--- config.mk ---
export PLATFORM = sky130hd
export DESIGN_NAME = sfc_frame_dev_flat
export DESIGN_NICKNAME = d
export VERILOG_FILES = /design/src/design/sfc_pkg.sv /design/src/design/sfc_link_if.sv /design/src/design/sfc_rename.sv /design/src/design/sfc_frame_dev.sv /design/src/flat_wrapper.sv
export VERILOG_INCLUDE_DIRS = /design/src /design/src/design
export SDC_FILE = /design/constraint.sdc
export NUM_CORES = 1
export LEC_CHECK = 0
export CAP_MARGIN = 20
export CORE_AREA = 2 2 152 154
export DETAILED_ROUTE_END_ITERATION = 7
export DIE_AREA = 0 0 154 156
export DONT_BUFFER_PORTS = 1
export GPL_ROUTABILITY_DRIVEN = 1
export HOLD_SLACK_MARGIN = 0.1
export PLACE_DENSITY = 0.55
export SETUP_SLACK_MARGIN = 0.1
export SYNTH_ARGS = -nofsm -noshare
export SYNTH_HDL_FRONTEND = slang
export SYNTH_SLANG_ARGS = --single-unit
--- constraint.sdc ---
create_clock -name MCLK -period 3.6 [get_ports MCLK]
set_input_delay 0.36 -clock MCLK [delete_from_list [all_inputs] [get_ports MCLK]]
set_output_delay 0.36 -clock MCLK [all_outputs]
set_load 0.03 [all_outputs]
--- src/design/sfc_consts.svh ---
// Purpose: Named constants of the stacked frame control block
// Assumes: Included by bare name after the package
// Notes:   Fields are part-selects of a 32-bit word
`ifndef SFC_CONSTS_SVH
`define SFC_CONSTS_SVH

// ----------------------------------------------------------------
// Register stack geometry
// ----------------------------------------------------------------
`define SFC_STATIC_N   7'h20   // First stacked logical register
`define SFC_STACK_MAX  7'h60   // Largest frame a procedure may hold
`define SFC_REG_BYTES  4'h8    // Bytes spilled per register
`define SFC_QP_TRUE    6'h00   // Hardwired-true predicate
`define SFC_LCW        16      // Width of the load-count field

// ----------------------------------------------------------------
// Register map, word index taken from adr[4:2]
// ----------------------------------------------------------------
`define SFC_A_CMD      3'h0
`define SFC_A_STAT     3'h1
`define SFC_A_CFG      3'h2
`define SFC_A_ACC      3'h3
`define SFC_A_SAVED    3'h4

// Command word fields
`define SFC_F_CODE     2:0
`define SFC_F_SOF      10:4
`define SFC_F_SOL      18:12
`define SFC_F_QP       25:20
// Status word fields
`define SFC_F_BUSY     0
`define SFC_F_FAULT    1
`define SFC_F_CSOF     14:8
`define SFC_F_CSOL     22:16
// Access word fields, then the load count of the config word
`define SFC_F_IDX      6:0
`define SFC_F_WR       8
`define SFC_F_AFLT     9
`define SFC_F_LOADCNT  15:0

`endif

--- src/design/sfc_pkg.sv ---
// Purpose: Types shared by both ends of the frame control link
// Assumes: Nothing
// Notes:   Modulo add serves renaming and frame movement
package sfc_pkg;
	typedef enum logic [2:0] {
		SFC_OP_ALLOC  = 3'h0,
		SFC_OP_CALL   = 3'h1,
		SFC_OP_RET    = 3'h2,
		SFC_OP_COVER  = 3'h3,
		SFC_OP_FLUSH  = 3'h4,
		SFC_OP_LOAD   = 3'h5,
		SFC_OP_CLRRRB = 3'h6,
		SFC_OP_SETPFM = 3'h7
	} sfc_op_e;

	typedef enum logic [1:0] {
		SFC_ST_IDLE = 2'h0,
		SFC_ST_ENG  = 2'h1
	} sfc_state_e;

	typedef enum logic {
		SFC_ENG_SPILL = 1'b0,
		SFC_ENG_FILL  = 1'b1
	} sfc_eng_e;

	typedef struct packed {
		logic [6:0] sof;
		logic [6:0] sol;
	} sfc_frame_s;

	// Add modulo n, both operands below n
	function automatic logic [6:0] sfc_mod_add(logic [6:0] a, logic [6:0] b, logic [6:0] n);
		logic [7:0] s;
		s = {1'b0, a} + {1'b0, b};
		return (s >= {1'b0, n}) ? 7'(s - {1'b0, n}) : s[6:0];
	endfunction
endpackage

--- src/design/sfc_link_if.sv ---
// Purpose: Link between issue pipeline end and frame control end
// Assumes: One clock for both ends
// Notes:   No clocking block; the bench joins the two ends
`timescale 1ns/1ps
`default_nettype none
interface sfc_link_if
	import sfc_pkg::*;
	(input wire logic clk);
	logic                op_valid;
	sfc_op_e             op_code;
	sfc_frame_s          op_frame;
	logic [5:0]          op_qp;
	logic                op_ready;
	logic                op_done;
	logic                op_fault;
	logic                acc_valid;
	logic                acc_write;
	logic [6:0]          acc_idx;
	logic                acc_done;
	logic                acc_fault;
	logic [6:0]          acc_phys;
	logic                eng_req;
	sfc_eng_e            eng_kind;
	logic [15:0]         eng_bytes;
	logic                eng_done;
	logic [15:0]         load_count;
	sfc_frame_s          cur;
	sfc_frame_s          saved;

	modport dev (input op_valid, op_code, op_frame, op_qp, acc_valid, acc_write, acc_idx,
		eng_done, load_count, output op_ready, op_done, op_fault, acc_done, acc_fault,
		acc_phys, eng_req, eng_kind, eng_bytes, cur, saved);
	modport ctl (output op_valid, op_code, op_frame, op_qp, acc_valid, acc_write, acc_idx,
		eng_done, load_count, input op_ready, op_done, op_fault, acc_done, acc_fault,
		acc_phys, eng_req, eng_kind, eng_bytes, cur, saved);
endinterface // sfc_link_if
`default_nettype wire

--- src/design/sfc_rename.sv ---
// Purpose: Logical to physical general register mapping
// Assumes: Base below PHYS_N, frame no larger than the stack maximum
// Notes:   Pure combinational, used by the frame control end
`timescale 1ns/1ps
`default_nettype none
`include "sfc_consts.svh"
module sfc_rename
	import sfc_pkg::*;
	#(parameter logic [6:0] PHYS_N = 7'h60)
	(
	input  wire logic [6:0] base,
	input  wire logic [6:0] idx,
	input  wire logic [6:0] sof,
	output logic [6:0]      phys,
	output logic            stacked,
	output logic            in_frame
	);
	logic [6:0] rel;

	// ----------------------------------------------------------------
	// Rename through a rotating base
	// ----------------------------------------------------------------
	always_comb begin
		stacked  = idx >= `SFC_STATIC_N;
		rel      = stacked ? 7'(idx - `SFC_STATIC_N) : 7'h00;
		in_frame = !stacked || (rel < sof);
		phys     = stacked ? sfc_mod_add(base, rel, PHYS_N) : idx;
	end
endmodule // sfc_rename
`default_nettype wire

--- src/design/sfc_frame_dev.sv ---
// Purpose: Stacked register frame control (device end)
// Assumes: One op at a time from the issue end; engine done is a pulse
// Notes:   Rotating base of modulo-scheduled loops is not modelled
// Behaviour
// - Call gives empty locals, shared outputs
// - Output area is total minus locals
// - Current descriptor holds total and locals
// - Out-of-frame write faults, read undefined
// - Call saves current descriptor first
// - Call renames caller output to 32
// - Allocate resizes only, no renaming
// - Allocate leaves values and tags alone
// - Return restores descriptor and renaming
// - Descriptor changes only on frame ops
// - Allocate comes first in its group
// - Allocate frame applies to own group
// - Allocate under other predicate faults
// - Flush stalls until old frames spilled
// - Flush first in group, unpredicated
// - Cover makes empty frame above current
// - Cover last in group, unpredicated
// - Load stalls until count bytes filled
// - Zero count refills all, no writeback
// - Load first in group, unpredicated
// - Software keeps saved descriptor across calls
// - Static 0..31, stacked up to 96
//
// Design decisions made here: the Wishbone register port and the address map.
`timescale 1ns/1ps
`default_nettype none
`include "sfc_consts.svh"
module sfc_frame_dev
	import sfc_pkg::*;
	#(parameter logic [6:0] PHYS_N = 7'h60)
	(
	input  wire logic  MCLK,
	input  wire logic  RST,
	input  wire logic  CE,
	sfc_link_if.dev    LINK,
	output logic [6:0] PHYS_ADDR,
	output logic       PHYS_STACKED,
	output logic       PHYS_WE,
	output logic       PHYS_RE
	);

	// ----------------------------------------------------------------
	// Parameter check
	// ----------------------------------------------------------------
	if (PHYS_N < `SFC_STACK_MAX || PHYS_N == 7'h7f) begin : g_bad_phys
		$error("PHYS_N must lie between 96 and 126");
	end

	// ----------------------------------------------------------------
	// State
	// ----------------------------------------------------------------
	sfc_state_e  state_q,     state_d;
	sfc_frame_s  cfm_q,       cfm_d;
	sfc_frame_s  pfm_q,       pfm_d;
	logic [6:0]  base_q,      base_d;
	logic [6:0]  dirty_q,     dirty_d;
	logic        done_q,      done_d;
	logic        fault_q,     fault_d;
	logic        eng_req_q,   eng_req_d;
	sfc_eng_e    eng_kind_q,  eng_kind_d;
	logic [15:0] eng_bytes_q, eng_bytes_d;
	logic        acc_done_q,  acc_fault_q;
	logic [6:0]  acc_phys_q;
	logic        stk_q,       we_q,     re_q;
	logic        acc_fault_d, we_d,     re_d;
	logic [6:0]  ren_phys;
	logic        ren_stk,     ren_in;
	logic        take;

	// Saturating add for the unspilled register count
	function automatic logic [6:0] sat_add(logic [6:0] a, logic [6:0] b);
		logic [7:0] s;
		s = {1'b0, a} + {1'b0, b};
		return (s > {1'b0, PHYS_N}) ? PHYS_N : s[6:0];
	endfunction

	// Ops are taken only while idle; engine ops stall the issue end
	assign take = LINK.op_valid && LINK.op_ready;
	assign LINK.op_ready = CE && (state_q == SFC_ST_IDLE);

	// ----------------------------------------------------------------
	// Frame operations
	// ----------------------------------------------------------------
	always_comb begin
		state_d     = state_q;
		cfm_d       = cfm_q;
		pfm_d       = pfm_q;
		base_d      = base_q;
		dirty_d     = dirty_q;
		done_d      = 1'b0;
		fault_d     = 1'b0;
		eng_req_d   = eng_req_q;
		eng_kind_d  = eng_kind_q;
		eng_bytes_d = eng_bytes_q;
		unique case (state_q)
			SFC_ST_IDLE: begin
				if (take) begin
					done_d = 1'b1;
					unique case (LINK.op_code)
						SFC_OP_ALLOC: begin
							// New sizes only; base and register contents untouched
							if (LINK.op_qp != `SFC_QP_TRUE) begin
								fault_d = 1'b1;
							end else if (LINK.op_frame.sol > LINK.op_frame.sof
								|| LINK.op_frame.sof > `SFC_STACK_MAX) begin
								fault_d = 1'b1;
							end else begin
								cfm_d = LINK.op_frame;
							end
						end
						SFC_OP_CALL: begin
							pfm_d       = cfm_q;
							base_d      = sfc_mod_add(base_q, cfm_q.sol, PHYS_N);
							dirty_d     = sat_add(dirty_q, cfm_q.sol);
							cfm_d.sof   = 7'(cfm_q.sof - cfm_q.sol);
							cfm_d.sol   = 7'h00;
						end
						SFC_OP_RET: begin
							cfm_d   = pfm_q;
							base_d  = sfc_mod_add(base_q, 7'(PHYS_N - pfm_q.sol), PHYS_N);
							dirty_d = (dirty_q > pfm_q.sol) ? 7'(dirty_q - pfm_q.sol) : 7'h00;
						end
						SFC_OP_COVER: begin
							// Whole frame left below the new empty one
							base_d  = sfc_mod_add(base_q, cfm_q.sof, PHYS_N);
							dirty_d = sat_add(dirty_q, cfm_q.sof);
							cfm_d   = '0;
						end
						SFC_OP_FLUSH: begin
							done_d      = 1'b0;
							state_d     = SFC_ST_ENG;
							eng_req_d   = 1'b1;
							eng_kind_d  = SFC_ENG_SPILL;
							eng_bytes_d = 16'(dirty_q) * 16'(`SFC_REG_BYTES);
						end
						SFC_OP_LOAD: begin
							done_d      = 1'b0;
							state_d     = SFC_ST_ENG;
							eng_req_d   = 1'b1;
							eng_kind_d  = SFC_ENG_FILL;
							eng_bytes_d = LINK.load_count;
						end
						SFC_OP_SETPFM: begin
							pfm_d = LINK.op_frame;
						end
						default: begin
							// Clear of the rotating base: frame sizes kept
						end
					endcase
				end
			end
			SFC_ST_ENG: begin
				if (LINK.eng_done) begin
					state_d   = SFC_ST_IDLE;
					eng_req_d = 1'b0;
					done_d    = 1'b1;
					// Nothing below the frame is left to write back
					dirty_d   = 7'h00;
				end
			end
			default: begin
				state_d   = SFC_ST_IDLE;
				eng_req_d = 1'b0;
			end
		endcase
	end

	// Descriptor, base and handshake flops; held while CE is low
	always_ff @(posedge MCLK or posedge RST) begin
		if (RST) begin
			state_q     <= SFC_ST_IDLE;
			cfm_q       <= '0;
			pfm_q       <= '0;
			base_q      <= 7'h00;
			dirty_q     <= 7'h00;
			done_q      <= 1'b0;
			fault_q     <= 1'b0;
			eng_req_q   <= 1'b0;
			eng_kind_q  <= SFC_ENG_SPILL;
			eng_bytes_q <= 16'h0000;
		end else if (CE) begin
			state_q     <= state_d;
			cfm_q       <= cfm_d;
			pfm_q       <= pfm_d;
			base_q      <= base_d;
			dirty_q     <= dirty_d;
			done_q      <= done_d;
			fault_q     <= fault_d;
			eng_req_q   <= eng_req_d;
			eng_kind_q  <= eng_kind_d;
			eng_bytes_q <= eng_bytes_d;
		end
	end

	// ----------------------------------------------------------------
	// Register access check
	// ----------------------------------------------------------------
	// Next frame is used, so an allocate covers its own group
	sfc_rename #(.PHYS_N(PHYS_N)) u_rename (
		.base     (base_d),
		.idx      (LINK.acc_idx),
		.sof      (cfm_d.sof),
		.phys     (ren_phys),
		.stacked  (ren_stk),
		.in_frame (ren_in)
	);

	// Writes outside the frame fault; reads pass with any value
	always_comb begin
		acc_fault_d = LINK.acc_valid && LINK.acc_write && !ren_in;
		we_d        = LINK.acc_valid && LINK.acc_write && ren_in;
		re_d        = LINK.acc_valid && !LINK.acc_write;
	end

	// Access result flops
	always_ff @(posedge MCLK or posedge RST) begin
		if (RST) begin
			acc_done_q  <= 1'b0;
			acc_fault_q <= 1'b0;
			acc_phys_q  <= 7'h00;
			stk_q       <= 1'b0;
			we_q        <= 1'b0;
			re_q        <= 1'b0;
		end else if (CE) begin
			acc_done_q  <= LINK.acc_valid;
			acc_fault_q <= acc_fault_d;
			we_q        <= we_d;
			re_q        <= re_d;
			if (LINK.acc_valid) begin
				acc_phys_q <= ren_phys;
				stk_q      <= ren_stk;
			end
		end
	end

	// ----------------------------------------------------------------
	// Outputs
	// ----------------------------------------------------------------
	assign LINK.op_done   = done_q;
	assign LINK.op_fault  = fault_q;
	assign LINK.acc_done  = acc_done_q;
	assign LINK.acc_fault = acc_fault_q;
	assign LINK.acc_phys  = acc_phys_q;
	assign LINK.eng_req   = eng_req_q;
	assign LINK.eng_kind  = eng_kind_q;
	assign LINK.eng_bytes = eng_bytes_q;
	assign LINK.cur       = cfm_q;
	assign LINK.saved     = pfm_q;
	assign PHYS_ADDR      = acc_phys_q;
	assign PHYS_STACKED   = stk_q;
	assign PHYS_WE        = we_q;
	assign PHYS_RE        = re_q;
endmodule // sfc_frame_dev
`default_nettype wire

--- src/flat_wrapper.sv ---
// flat-port wrapper written by rule: the top's interface ports become plain ports
module sfc_frame_dev_flat import sfc_pkg::*;
#(parameter logic [6:0] PHYS_N = 7'h60)
  (MCLK, RST, CE, PHYS_ADDR, PHYS_STACKED, PHYS_WE, PHYS_RE, clk, LINK_op_valid, LINK_op_code, LINK_op_frame, LINK_op_qp, LINK_acc_valid, LINK_acc_write, LINK_acc_idx, LINK_eng_done, LINK_load_count, LINK_op_ready, LINK_op_done, LINK_op_fault, LINK_acc_done, LINK_acc_fault, LINK_acc_phys, LINK_eng_req, LINK_eng_kind, LINK_eng_bytes, LINK_cur, LINK_saved);
  sfc_link_if LINK_i (.clk(clk));
  input  wire logic MCLK;
  input  wire logic RST;
  input  wire logic CE;
  output logic [6:0] PHYS_ADDR;
  output logic PHYS_STACKED;
  output logic PHYS_WE;
  output logic PHYS_RE;
  input wire logic clk;
  input wire logic [$bits(LINK_i.op_valid)-1:0] LINK_op_valid;
  input wire logic [$bits(LINK_i.op_code)-1:0] LINK_op_code;
  input wire logic [$bits(LINK_i.op_frame)-1:0] LINK_op_frame;
  input wire logic [$bits(LINK_i.op_qp)-1:0] LINK_op_qp;
  input wire logic [$bits(LINK_i.acc_valid)-1:0] LINK_acc_valid;
  input wire logic [$bits(LINK_i.acc_write)-1:0] LINK_acc_write;
  input wire logic [$bits(LINK_i.acc_idx)-1:0] LINK_acc_idx;
  input wire logic [$bits(LINK_i.eng_done)-1:0] LINK_eng_done;
  input wire logic [$bits(LINK_i.load_count)-1:0] LINK_load_count;
  output wire logic [$bits(LINK_i.op_ready)-1:0] LINK_op_ready;
  output wire logic [$bits(LINK_i.op_done)-1:0] LINK_op_done;
  output wire logic [$bits(LINK_i.op_fault)-1:0] LINK_op_fault;
  output wire logic [$bits(LINK_i.acc_done)-1:0] LINK_acc_done;
  output wire logic [$bits(LINK_i.acc_fault)-1:0] LINK_acc_fault;
  output wire logic [$bits(LINK_i.acc_phys)-1:0] LINK_acc_phys;
  output wire logic [$bits(LINK_i.eng_req)-1:0] LINK_eng_req;
  output wire logic [$bits(LINK_i.eng_kind)-1:0] LINK_eng_kind;
  output wire logic [$bits(LINK_i.eng_bytes)-1:0] LINK_eng_bytes;
  output wire logic [$bits(LINK_i.cur)-1:0] LINK_cur;
  output wire logic [$bits(LINK_i.saved)-1:0] LINK_saved;
  assign LINK_i.op_valid = LINK_op_valid;
  assign LINK_i.op_code = LINK_op_code;
  assign LINK_i.op_frame = LINK_op_frame;
  assign LINK_i.op_qp = LINK_op_qp;
  assign LINK_i.acc_valid = LINK_acc_valid;
  assign LINK_i.acc_write = LINK_acc_write;
  assign LINK_i.acc_idx = LINK_acc_idx;
  assign LINK_i.eng_done = LINK_eng_done;
  assign LINK_i.load_count = LINK_load_count;
  assign LINK_op_ready = LINK_i.op_ready;
  assign LINK_op_done = LINK_i.op_done;
  assign LINK_op_fault = LINK_i.op_fault;
  assign LINK_acc_done = LINK_i.acc_done;
  assign LINK_acc_fault = LINK_i.acc_fault;
  assign LINK_acc_phys = LINK_i.acc_phys;
  assign LINK_eng_req = LINK_i.eng_req;
  assign LINK_eng_kind = LINK_i.eng_kind;
  assign LINK_eng_bytes = LINK_i.eng_bytes;
  assign LINK_cur = LINK_i.cur;
  assign LINK_saved = LINK_i.saved;
  sfc_frame_dev #(.PHYS_N(PHYS_N)) u_core (.MCLK(MCLK), .RST(RST), .CE(CE), .LINK(LINK_i), .PHYS_ADDR(PHYS_ADDR), .PHYS_STACKED(PHYS_STACKED), .PHYS_WE(PHYS_WE), .PHYS_RE(PHYS_RE));
endmodule
# --- Word level (Yosys, flattened, before mapping) ---
# Cells that the tools add are included.
totals:
  input_bits: 54
  memories: 0
  elab_cells: 122
  reg_bits: 76
  mem_bits_rw: 0
  romBits: 0
  latchBits: 0
classes:
  multipliers: 0
  n_addsub: 14
  n_reduce_logical: 25
  n_shift: 0
  eq_ne: 13
  n_bitwise: 0
  n_div: 0
  mux: 41
  order_cmp: 11
ops:
  columns: ["operator", "count"]
  rows:
  - ["$mux 7", 13]
  - ["$mux 14", 4]
  - ["$pmux 14 s4", 1]
  - ["$add 7x7->8", 6]
  - ["$pmux 7 s3", 2]
  - ["$ge 8x7->1 const B", 4]
  - ["$pmux 16 s2", 1]
  - ["$pmux 14 s2", 1]
  - ["$sub 7x7->7 const B", 4]
  - ["$gt 8x7->1 const B", 2]
  - ["$gt 7x7->1", 2]
  - ["$pmux 7 s2", 1]
  - ["$sub 7x7->7", 2]
  - ["$reduce_and 4->1", 3]
  - ["$mux 1", 11]
  - ["$eq 3x3->1 const B", 3]
  - ["$ne 2x2->1 const B", 4]
  - ["$ge 7x6->1 const B", 1]
  - ["$gt 7x7->1 const B", 1]
  - ["$lt 7x7->1", 1]
  - ["$sub 7x6->7 const B", 1]
  - ["$sub 7x7->7 const A", 1]
  - ["$eq 3x2->1 const B", 2]
  - ["$logic_and 1x1->1", 6]
  - ["other kinds (18)", 27]

# --- Longest topological paths before layout ---
# Gate-level depths: netlist (run 1).
depth:
  word_depth: 11
  ltp_mapped: 20
  depth_no_buf: 20

# --- By module ---
# From an unflattened synthesis (run 1), not the netlist that was laid out.
unflattened:
  cells_unflattened: 766
  area_unflattened_um2: 6712.7
by_module_without_submodules:
  columns: ["module", "area_per_inst_um2", "instances", "seq_area_each_um2", "cells_per_inst"]
  rows:
  - ["sfc_frame_dev", 6118.4, 1, 1851.8, 681]
  - ["sfc_rename", 594.3, 1, 0.0, 85]

# --- Worst setup path before layout (run 1) ---
# Ideal clock, no wire load.
synth_timing:
  path_kind: "reg-to-reg"
  from: "register u_core.pfm_q (netlist bit u_core.LINK.saved[1])"
  to: "register u_core.acc_phys_q[6], in the netlist u_core.LINK.acc_phys[6]"
  stages_incl_launch_ff: 20
  slack_ps: -534
  required_time_ps: 3505
  setup_ps: 95
  arrival_ps: 4038
  cell_sequence: "dfrtp_1 inv_1 ha_1 inv_1 fa_1 nor2b_1 o31a_1 nor2_1 and3_1 o31a_1 o21ai_0 a31oi_1 ha_1 inv_1 nor2_1 a221o_1 a211o_1 nor3_1 a21oi_1 o31ai_1"
synth_between:
  elab_chain_cells: 11
  elab_cells_between_ends: 13
  cone_classes: "add/sub (5); order compare (2); mux (6)"
synth_rtl:
  columns: ["item", "line", "source"]
  rows:
  - ["start, declared", "sfc_frame_dev.sv:58", "sfc_frame_s pfm_q, pfm_d;"]
  - ["start signal, assigned", "sfc_frame_dev.sv:188", "pfm_q <= pfm_d;"]
  - ["$sub 7x7->7 (*)", "sfc_frame_dev.sv:124", "base_d = sfc_mod_add(base_q, 7'(PHYS_N - pfm_q.sol), PHYS_N);"]
  - ["$add 7x7->8 (*)", "sfc_pkg.sv:34", "s = {1'b0, a} + {1'b0, b};"]
  - ["$sub 7x7->7 or $ge 8x7->1 (tied branches)", "sfc_pkg.sv:35", "return (s >= {1'b0, n}) ? 7'(s - {1'b0, n}) : s[6:0];"]
  - ["$mux 7 (*)", "sfc_pkg.sv:35", null]
  - ["$pmux 7 s3 (*)", "sfc_frame_dev.sv:103", "unique case (LINK.op_code)"]
  - ["$mux 7 (*)", "sfc_frame_dev.sv:101", "if (take) begin"]
  - ["$mux 7 (*)", "sfc_frame_dev.sv:99", "unique case (state_q)"]
  - ["named net u_core.base_d[5]", "sfc_frame_dev.sv:59", "logic [6:0] base_q, base_d;"]
  - ["$add 7x7->8 (*)", "sfc_pkg.sv:34", null]
  - ["$sub 7x7->7 or $ge 8x7->1 (tied branches)", "sfc_pkg.sv:35", null]
  - ["$mux 7 (*)", "sfc_pkg.sv:35", null]
  - ["$mux 7 (*)", "sfc_rename.sv:27", "phys = stacked ? sfc_mod_add(base, rel, PHYS_N) : idx;"]
  - ["end signal, assigned", "sfc_frame_dev.sv:234", "acc_phys_q <= ren_phys;"]
  - ["end, declared", "sfc_frame_dev.sv:67", "logic [6:0] acc_phys_q;"]
# The timed path passes the listed nets; every way through them passes the cells marked *.
# A chain may end at the register's enable or synchronous reset.

# --- Worst setup path in the final report (run 1) ---
layout_timing:
  from: "register u_core.cfm_q (netlist bit u_core.LINK.cur[7])"
  to: "register u_core.acc_phys_q[6], in the netlist u_core.LINK.acc_phys[6]"
layout_between:
  elab_chain_cells: 10
  elab_cells_between_ends: 12
  cone_classes: "add/sub (4); order compare (2); mux (6)"
layout_rtl:
  columns: ["item", "line", "source"]
  rows:
  - ["start, declared", "sfc_frame_dev.sv:57", "sfc_frame_s cfm_q, cfm_d;"]
  - ["start signal, assigned", "sfc_frame_dev.sv:187", "cfm_q <= cfm_d;"]
  - ["$add 7x7->8 (*)", "sfc_pkg.sv:34", null]
  - ["$sub 7x7->7 or $ge 8x7->1 (tied branches)", "sfc_pkg.sv:35", null]
  - ["$mux 7 (*)", "sfc_pkg.sv:35", null]
  - ["$pmux 7 s3 (*)", "sfc_frame_dev.sv:103", null]
  - ["$mux 7 (*)", "sfc_frame_dev.sv:101", null]
  - ["$mux 7 (*)", "sfc_frame_dev.sv:99", null]
  - ["named net u_core.base_d[6]", "sfc_frame_dev.sv:59", null]
  - ["$add 7x7->8 (*)", "sfc_pkg.sv:34", null]
  - ["$sub 7x7->7 or $ge 8x7->1 (tied branches)", "sfc_pkg.sv:35", null]
  - ["$mux 7 (*)", "sfc_pkg.sv:35", null]
  - ["$mux 7 (*)", "sfc_rename.sv:27", null]
# Marked as above.

==> results of run 1 <==
## through the flow
stage,instances,hold slack [ns]
floorplan,769,0.442
global placement,1127,0.444
detailed placement,1127,0.448
CTS,1149,0.131
global route,1154,0.129
finish,1154,0.139
## cell type report
class                      instances  area share
multi-input combinational        618       0.564
timing repair buffer             116       0.111
tap                              285      0.0434
sequential                        74       0.227
clock buffer                       9      0.0274
clock inverter                     7     0.00716
inverter                          45      0.0207
## per-layer routing
layer / vias to the layer above / routed length, microns
met5: - / 0
met4: 0 / 484
met3: 35 / 1390
met2: 187 / 10000
met1: 2978 / 10200
li1: 3049 / -
## cell usage after synthesis (15+ instances only)
cell / count
dfrtp_1: 74
ha_1: 70
a21oi_1: 66
nor2_1: 63
nand2_1: 59
o21ai_0: 57
inv_1: 45
mux2i_1: 22
xnor2_1: 21
nand3_1: 18
a31oi_1: 16
a211oi_1: 15
nor2b_1: 15
## power by group
part	internal (mW)	total (mW)	switching, mW
registers	1.03	1.59	0.554
clock network	0.477	0.899	0.422
logic	1.50	3.19	1.69
total	3.01	5.68	2.67
## what timing repair did
item                                   4_1_cts  5_1_grt
endpoints found under the hold margin        4       18
setup buffers                                2        3
pin swaps                                    8        9
hold buffers                                 4        1
setup endpoints to repair                    5        6
gates resized for setup                     18       26
## how the worst min path moves through the flow
| stage | startpoint | endpoint | cells past startpoint |
|---|---|---|---|
| after floorplan | LINK_acc_write | u_core.PHYS_RE | 1 |
| after global placement | LINK_acc_write | u_core.PHYS_RE | 1 |
| after detailed placement | LINK_acc_write | u_core.PHYS_RE | 1 |
| after CTS | LINK_load_count[1] | u_core.LINK.eng_bytes[1] | 1 |
| after global routing | LINK_load_count[12] | u_core.LINK.eng_bytes[12] | 1 |
| final | LINK_load_count[13] | u_core.LINK.eng_bytes[13] | 1 |
## sequential cells by signal, summed over array words and instances, names as in the netlist
name,count
u_core.PHYS_STACKED,1
u_core.LINK.op_done,1
u_core.LINK.eng_bytes,16
u_core.LINK.acc_fault,1
u_core.LINK.eng_kind,1
u_core.base_q,7
u_core.LINK.acc_done,1
u_core.dirty_q,7
u_core.LINK.acc_phys,7
u_core.LINK.cur,14
u_core.LINK.op_fault,1
u_core.PHYS_RE,1
u_core.LINK.eng_req,1
u_core.LINK.saved,14
u_core.PHYS_WE,1
## logic make-up after synthesis
group / after synthesis / share of synthesized area
xor+xnor: 28 / 0.0370
simple gates: 209 / 0.152
compound gates: 279 / 0.282
mux: 24 / 0.0366
buf+inv: 77 / 0.0561
fa+ha+maj: 78 / 0.156
flops: 74 / 0.279
==> run summary, run 1 <==
Initial antenna violation count = 0
Period utilisation layout = 1.08
Setup TNS = -0.562 ns
TritonRoute pass-1 iters = 5
FF+latch area = 1860 sq um
Detailed placement HPWL = 17,200 microns
Leakage = 3.81 nW
Vias in the first global route = 6,116
Synth area leaders = dfrtp_1 (28%), ha_1 (13%), a21oi_1 (5.0%), o21ai_0 (4.3%), nor2_1 (3.6%)
Wire per inst = 19.1 microns
Synth area leader = dfrtp_1
Post-route setup slack = -0.279 ns
Max VDD drop = 0.320 mV
Worst Skew = 0.0113 ns
CP max FO = 5
Clock-pin slew on the worst setup and hold paths = 0.07 ns
DRT iter0 DRCs = 434
Critical-path top delay cell = dfrtp_2
Buffers on Ports = 0
Fmax = 0.258 GHz
Crit path DAT = 4.09 ns
Clock root cell = clkbuf_16
Fillers = 2,290
Post-Synthesis Cells = 769
Slew headroom = 0.506
Die W = 154 microns
FFs w/ async S/R, synth = 1.00
Die ar. = 24,000 sq um
Ratio of cells with drive above 1 in the final layout = 0.222
Critical path capture point = u_core.LINK.acc_phys[6]
Critical path startpoint = u_core.LINK.cur[7]
Post-synth EDFFs = 0
Final WL = 22,100 microns
Most common cell after layout, fill and taps aside = buf_4
Actual slew at the worst max-slew pin = 0.741 ns
Cts bufs inserted = 9
Final Hold Viols = 0
Critical path depth in cells = 16
Avg Vias per Cell = 5.42
Clock Latency Late Sink = 0.36 ns
Req. time, crit path = 3.82 ns
Total gr overflow = 0
Reg2reg start = u_core.LINK.cur[7]
Post-route cell area = 8210 sq um
Area delta synth->final = 23.9%
Met1 Use GR = 0.244
FF+latch count, synth = 74
Ys Warns = 0
Post-route total power = 5.68 mW
Post-synth top area share = 0.279
RD Place Congestion = 0.884
Startpoint Class = flip-flop
DRC = 0
Global routing's busiest layer = met2
Worst slack, placed = -0.336 ns
Gr usage total = 0.187
Setup violations, final = 4
GRT met3 Usage = 0.0506
Row cnt = 55
Crit path capture type = flip-flop
Core Region = 22,400 sq um
Initial Util = 0.296
Global-route wire length before repair = 34,500 microns
Minimum clock period = 3.88 ns
Failing checks = setup timing
Mean Syn Cell Area = 8.62 sq um
Final Util = 0.367
Reg2reg setup slack = -0.28 ns
Status = finished with violations
Slew Limit Fails = 0
H-tree levels = 3
Reg2reg path depth = 16
Most frequent cells in the layout = buf_4 (109), dfrtp_1 (67), ha_1 (66)
Chip height = 156 microns
Vias = 6,249
Mapped cell area = 6630 sq um
Met2 GRT Util = 0.302
CTS Buffer Depth = 2
Setup CP Type = flip-flop to flip-flop
CP max stage delay = 0.46 ns
Largest net degree at the start of global routing = 54
Area of the multi-input gates = 4630 sq um
Sequential-to-total area share from yosys stat = 0.279
Nets = 996
Post-route antenna net violation count = 0
Prevailing post-synth register cell = dfrtp_1
Yosys cell types = 73
Ant. Diodes = 0
R2R Path End = u_core.LINK.acc_phys[6]
CP bufs+invs = 1
I/O pin count = 122
DP Area = 7610 sq um
Maximum Capacitance Violations = 0
PwrDens = 692 nW/um^2
Synth Net Count = 901
HP Class = primary input to flip-flop
Critical path's top delay family = compound AO/OA/AOI/OAI gates
Clock Sinks = 74
RSZ-0062 raised after global routing = true
CTS tree = yes
Crit path cell chain = ha_1 -> fa_2 -> a211oi_2 -> o21bai_1 -> a21oi_1 -> xnor2_1 -> nor3_1 -> a31oi_1 -> a31oi_1 -> ha_1 -> nor2_2 -> a221o_1 -> a211o_1 -> buf_4 -> a21oi_1 -> o31ai_1
Note: power is estimated with default switching activity, not from simulation.
==> run 2, diff against run 1 <==
--- a/config.mk
+++ b/config.mk
@@ -7,9 +7,9 @@
 export NUM_CORES = 1
 export LEC_CHECK = 0
 export CAP_MARGIN = 20
-export CORE_AREA = 2 2 152 154
+export CORE_AREA = 2 2 175 134
 export DETAILED_ROUTE_END_ITERATION = 7
-export DIE_AREA = 0 0 154 156
+export DIE_AREA = 0 0 177 136
 export DONT_BUFFER_PORTS = 1
 export GPL_ROUTABILITY_DRIVEN = 1
 export HOLD_SLACK_MARGIN = 0.1
==> run 2 against run 1 <==
Against the previous run: cell count increased by 1.7%; non-clock buffer count grew 5; total power grew 0.98%; register-to-register slack is essentially flat; the run still ends with setup timing left; critical path type unchanged; clock skew grew 0.00053 ns; largest power group unchanged; setup slack worse by 0.0093 ns; fmax fell by 0.24%.
==> run summary, run 2 (synthesis gave the netlist of run 1 again) <==
Worst Skew = 0.0118 ns (was 0.0113 ns)
Largest net degree at the start of global routing = 43 (was 54)
Period utilisation layout = 1.08 (about the same)
Final Hold Viols = 0 (unchanged)
Initial Util = 0.294 (was 0.296)
Worst hold margin = 0.0952 ns (was 0.139 ns)
Hold-fix buffers, CTS = 3 (was 4)
Post-route setup slack = -0.288 ns (was -0.279 ns)
Total gr overflow = 0 (unchanged)
Setup CP Type = flip-flop to flip-flop (unchanged)
Clock Sinks = 74 (unchanged)
Actual slew at the worst max-slew pin = 0.802 ns (was 0.741 ns)
DRC = 0 (unchanged)
RD Place Congestion = 0.912 (was 0.884)
TritonRoute pass-1 iters = 5 (unchanged)
FF+latch area = 1860 sq um (about the same)
Post-route antenna net violation count = 0 (unchanged)
Area of the multi-input gates = 4600 sq um (was 4630 sq um)
Setup violations, final = 2 (was 4)
Clock Latency Late Sink = 0.36 ns (about the same)
Post-Layout Cell Count = 1,174 (was 1,154)
Startpoint Class = flip-flop (unchanged)
Global-route wire length before repair = 34,400 microns (was 34,500 microns)
Worst slack, placed = -0.278 ns (was -0.336 ns)
Cts bufs inserted = 9 (unchanged)
Gr usage total = 0.187 (about the same)
CP max FO = 5 (unchanged)
Slew Limit Fails = 0 (unchanged)
Initial antenna violation count = 0 (unchanged)
RSZ-0062 raised after global routing = true (unchanged)
Ant. Diodes = 0 (unchanged)
I/O pin count = 122 (unchanged)
Chip height = 136 microns (was 156 microns)
H-tree levels = 3 (unchanged)
Final WL = 22,400 microns (was 22,100 microns)
Row cnt = 48 (was 55)
PwrDens = 696 nW/um^2 (was 692 nW/um^2)
Vias = 6,284 (was 6,249)
Fillers = 2,345 (was 2,290)
Fmax = 0.257 GHz (was 0.258 GHz)
Slew headroom = 0.465 (was 0.506)
Placed cell count = 1,147 (was 1,127)
DRT iter0 DRCs = 381 (was 434)
CTS Buffer Depth = 2 (unchanged)
Buffers on Ports = 0 (unchanged)
Crit path DAT = 4.15 ns (was 4.09 ns)
Max VDD drop = 0.275 mV (was 0.320 mV)
DP Area = 7660 sq um (was 7610 sq um)
Crit path capture type = flip-flop (unchanged)
Most common cell after layout, fill and taps aside = buf_4 (unchanged)
Minimum clock period = 3.89 ns (was 3.88 ns)
Maximum Capacitance Violations = 0 (unchanged)
Setup TNS = -0.535 ns (was -0.562 ns)
Status = finished with violations (unchanged)
Core Region = 22,500 sq um (was 22,400 sq um)
Area delta synth->final = 24.4% (was 23.9%)
Vias in the first global route = 5,942 (was 6,116)
Most frequent cells in the layout = buf_4 (117), dfrtp_1 (68), ha_1 (67) (was buf_4 (109), dfrtp_1 (67), ha_1 (66))
Ratio of cells with drive above 1 in the final layout = 0.224 (was 0.222)
Post-route cell area = 8240 sq um (was 8210 sq um)
Wire per inst = 19.1 microns (about the same)
Detailed placement HPWL = 17,600 microns (was 17,200 microns)
HP Class = primary input to flip-flop (unchanged)
Final Util = 0.366 (was 0.367)
Max FFs per register = 16 (unchanged)
Post-route total power = 5.73 mW (was 5.68 mW)
Req. time, crit path = 3.86 ns (was 3.82 ns)
Nets = 1,001 (was 996)
Clock root cell = clkbuf_16 (unchanged)
Die ar. = 24,100 sq um (was 24,000 sq um)
Leakage = 3.85 nW (was 3.81 nW)
Clock-pin slew on the worst setup and hold paths = 0.07 ns (about the same)
Die W = 177 microns (was 154 microns)
Failing checks = setup timing (unchanged)
CTS tree = yes (unchanged)
Avg Vias per Cell = 5.35 (was 5.42)
run 2: changes by cell type in the layout (fill, tap and decap cells not counted), moves of 2 or more:
cell / change
a211oi_1: +2
nor3_1: +2
inv_2: +2
dlygate4sd3_1: -2
clkinv_4: -2
clkinvlp_4: -2
a211oi_2: -2
inv_1: -3
inv_8: +3
buf_4: +8
run 2: what timing repair did:
item,CTS,global route
pin swaps,10,13
gates cloned,0,0
endpoints found under the setup margin,5,7
buffers inserted,6,2
endpoints found under the hold margin,77,1
resized for setup,25,18
run 2: path summary, 6_finish.rpt:
| kind | from | endpoint | slack [ns] | depth (start not counted) |
|---|---|---|---|---|
| setup / recovery | u_core.LINK.cur[0] | u_core.LINK.acc_phys[6] | -0.29 | 16 |
| hold / removal | CE | u_core.LINK.acc_fault | 0.1 | 1 |
| setup reg to reg | u_core.LINK.cur[0] | u_core.LINK.acc_phys[6] | -0.29 | 16 |
| hold reg to reg | u_core.base_q[0] | u_core.base_q[0] | 0.58 | 2 |
| max in group asynchronous | RST | u_core.LINK.cur[0] | 2.56 | 3 |
| min in group asynchronous | RST | u_core.LINK.eng_bytes[1] | 0.56 | 3 |
run 2: power by group:
part / switching, mW / total [mW] / internal, mW
Clock: 0.442 / 1.00 / 0.560
Combinational: 1.68 / 3.14 / 1.46
Sequential: 0.566 / 1.60 / 1.03
Total: 2.68 / 5.73 / 3.05
run 2: routing by layer:
layer / global-route usage / up-vias / part of all wire
met4: 0.0528 / 0 / 0.013
met3: 0.0389 / 17 / 0.068
li1: - / 3064 / -
met5: 0 / - / 0
met1: 0.268 / 3037 / 0.48
met2: 0.281 / 166 / 0.44
run 2: area by class of cell:
cell class,instances,area share
inverters,45,0.0210
well taps,300,0.0455
flip-flops and latches,74,0.226
clock buffers,9,0.0273
clock inverters,7,0.0109
repair buffers,121,0.112
multi-input cells,618,0.558
run 2: worst max-delay path, stage by stage (launching register included):
cell	delay [ns]
dfrtp_2	0.45
ha_1	0.25
fa_1	0.41
a211oi_1	0.25
o21bai_1	0.11
a21oi_1	0.19
xnor2_1	0.10
buf_4	0.14
a311oi_1	0.30
a31oi_1	0.13
ha_1	0.38
nor2_1	0.07
a221o_1	0.35
a211o_1	0.27
nor3_2	0.15
a21oi_2	0.05
o31ai_1	0.19
==> run 3, diff against run 2 <==
--- a/config.mk
+++ b/config.mk
@@ -14,7 +14,6 @@
 export GPL_ROUTABILITY_DRIVEN = 1
 export HOLD_SLACK_MARGIN = 0.1
 export PLACE_DENSITY = 0.55
-export SETUP_SLACK_MARGIN = 0.1
 export SYNTH_ARGS = -nofsm -noshare
 export SYNTH_HDL_FRONTEND = slang
 export SYNTH_SLANG_ARGS = --single-unit
==> run 3 against run 2 <==
Against the previous run: cell count increased by 0.94%; worst hold slack improved by 0.013 ns; highest routed layer unchanged; the flow still finishes with violations (setup timing); clock power about the same.
==> run summary, run 3 (synthesis gave the netlist of run 1 again) <==
Status = finished with violations (unchanged)
Failing checks = setup timing (unchanged)
CP bufs+invs = 2 (was 1)
Crit path cell chain = inv_2 -> ha_4 -> nand3_4 -> xnor2_2 -> ha_1 -> o21a_1 -> o31a_1 -> nor2_2 -> and3_1 -> o31a_1 -> o21ai_2 -> a31oi_1 -> ha_1 -> inv_2 -> nor2_2 -> a221o_1 -> a211o_1 -> nor3_2 -> a21oi_1 -> o31ai_1 (was ha_1 -> fa_1 -> a211oi_1 -> o21bai_1 -> a21oi_1 -> xnor2_1 -> buf_4 -> a311oi_1 -> a31oi_1 -> ha_1 -> nor2_1 -> a221o_1 -> a211o_1 -> nor3_2 -> a21oi_2 -> o31ai_1)
Critical path startpoint = u_core.LINK.saved[1] (was u_core.LINK.cur[0])
DP Area = 7660 sq um (about the same)
Post-route cell area = 8370 sq um (was 8240 sq um)
Nets = 1,012 (was 1,001)
Row cnt = 48 (unchanged)
CTS tree = yes (unchanged)
Post-route antenna net violation count = 0 (unchanged)
Area delta synth->final = 26.3% (was 24.4%)
DRC = 0 (unchanged)
Gate power share = 0.564 (was 0.547)
Leakage = 3.91 nW (was 3.85 nW)
Max FFs per register = 16 (unchanged)
Die W = 177 microns (unchanged)
Fillers = 2,281 (was 2,345)
Core Region = 22,500 sq um (unchanged)
Slew Limit Fails = 0 (unchanged)
Ant. Diodes = 0 (unchanged)
Clock root cell = clkbuf_16 (unchanged)
Most common cell after layout, fill and taps aside = buf_4 (unchanged)
Clock-pin slew on the worst setup and hold paths = 0.06 ns (was 0.07 ns)
Critical-path top delay cell = dfrtp_2 (unchanged)
Slew headroom = 0.342 (was 0.465)
Hold Path Origin = CE (unchanged)
Final Hold Viols = 0 (unchanged)
Startpoint Class = flip-flop (unchanged)
CP max stage delay = 0.44 ns (was 0.45 ns)
RD Place Congestion = 0.943 (was 0.912)
Chip height = 136 microns (unchanged)
Initial antenna violation count = 0 (unchanged)
Global-route wire length before repair = 35,700 microns (was 34,400 microns)
I/O pin count = 122 (unchanged)
Post-route setup slack = -0.314 ns (was -0.288 ns)
Buffers on Ports = 0 (unchanged)
Ratio of cells with drive above 1 in the final layout = 0.241 (was 0.224)
Wire per inst = 19.3 microns (was 19.1 microns)
Largest net degree at the start of global routing = 55 (was 43)
Final WL = 22,900 microns (was 22,400 microns)
Reg2reg path depth = 20 (was 16)
Critical path's top delay family = compound AO/OA/AOI/OAI gates (unchanged)
Cts bufs inserted = 9 (unchanged)
Switch share = 0.462 (was 0.468)
Vias = 6,337 (was 6,284)
Critical path depth in cells = 20 (was 16)
H-tree levels = 3 (unchanged)
Setup CP Type = flip-flop to flip-flop (unchanged)
Final Util = 0.372 (was 0.366)
Min-Delay Path Depth = 1 (unchanged)
Total gr overflow = 0 (unchanged)
DRT iter0 DRCs = 521 (was 381)
Cell-internal power = 3.16 mW (was 3.05 mW)
Max VDD drop = 0.257 mV (was 0.275 mV)
Period utilisation layout = 1.09 (was 1.08)
TritonRoute pass-1 iters = 5 (unchanged)
Initial Util = 0.294 (unchanged)
Reg2reg start = u_core.LINK.saved[1] (was u_core.LINK.cur[0])
Switching power of the nets = 2.71 mW (was 2.68 mW)
Detailed placement HPWL = 17,800 microns (was 17,600 microns)
CTS Buffer Depth = 2 (unchanged)
Seq pwr share = 0.270 (was 0.278)
CP max FO = 4 (was 5)
Fmax = 0.256 GHz (was 0.257 GHz)
Clock Latency Late Sink = 0.36 ns (about the same)
Setup violations, final = 2 (unchanged)
Worst Skew = 0.0114 ns (was 0.0118 ns)
RSZ-0062 raised after global routing = true (unchanged)
Crit path capture type = flip-flop (unchanged)
Gr usage total = 0.194 (was 0.187)
HP Class = primary input to flip-flop (unchanged)
Minimum clock period = 3.91 ns (was 3.89 ns)
Maximum Capacitance Violations = 0 (unchanged)
Req. time, crit path = 3.86 ns (about the same)
Avg Vias per Cell = 5.35 (about the same)
Clock Sinks = 74 (unchanged)
Clock power share = 0.166 (was 0.175)
Most frequent cells in the layout = buf_4 (126), dfrtp_1 (68), ha_1 (66) (was buf_4 (117), dfrtp_1 (68), ha_1 (67))
Actual slew at the worst max-slew pin = 0.983 ns (was 0.802 ns)
Die ar. = 24,100 sq um (unchanged)
Crit path DAT = 4.17 ns (was 4.15 ns)
Vias in the first global route = 6,163 (was 5,942)
PwrDens = 701 nW/um^2 (was 696 nW/um^2)
## run 3: cell type report
class                           count  area [sq um]  share of cell area
Tap cell                          300           375              0.0448
Clock buffer                       10           239              0.0286
Clock inverter                      6          73.8             0.00882
Inverter                           45           173              0.0206
Sequential cell                    74          1860               0.222
Multi-Input combinational cell    618          4620               0.552
Timing Repair Buffer              132          1030               0.123
## run 3: repair_timing
| item | CTS | global route |
|---|---|---|
| endpoints found under the hold margin | 3 | 12 |
| setup buffers | 14 | 7 |
| endpoints found under the setup margin | 4 | 6 |
| pin swaps | 18 | 15 |
| gates resized for setup | 28 | 20 |
| hold buffers | 2 | 1 |
## run 3: final timing paths
path / slack (ns) / to
worst max-delay path: -0.31 / u_core.LINK.acc_phys[6]
worst min-delay path: 0.11 / u_core.LINK.acc_fault
worst max register to register: -0.31 / u_core.LINK.acc_phys[6]
worst min register to register: 0.60 / u_core.base_q[0]
max in group asynchronous: 2.39 / u_core.LINK.eng_bytes[15]
min in group asynchronous: 0.38 / u_core.LINK.saved[13]
## run 3: metal layers
metal	part of all wire	up-vias	GRT usage	wire length, microns
met4	0.016	0	0.0565	364
met5	0	-	0	0
li1	-	3092	-	-
met2	0.43	186	0.294	9890
met1	0.48	3034	0.275	11000
met3	0.070	25	0.0414	1600
## run 3: power by group through the flow
stage / Sequential [mW] / Combinational, mW / Clock [mW]
after detailed placement: 1.59 / 2.99 / 0
after global placement: 1.59 / 2.98 / 0
final: 1.59 / 3.31 / 0.975
after global routing: 1.62 / 3.68 / 1.03
after CTS: 1.58 / 3.17 / 0.994
after floorplan: 1.56 / 1.96 / 0
## run 3: stage by stage
step           power [mW]  setup slack (ns)  hold WS [ns]  instances  setup TNS (ns)
2_1_floorplan        3.52            -0.139         0.442        769          -0.229
3_3_place_gp         4.57            -0.259         0.450       1146          -0.856
3_5_place_dp         4.59            -0.260         0.452       1146          -0.920
4_1_cts              5.74            -0.221        0.0957       1178          -0.420
5_1_grt              6.33            -0.593         0.105       1185           -1.17
6_report             5.87            -0.314         0.108       1185          -0.567
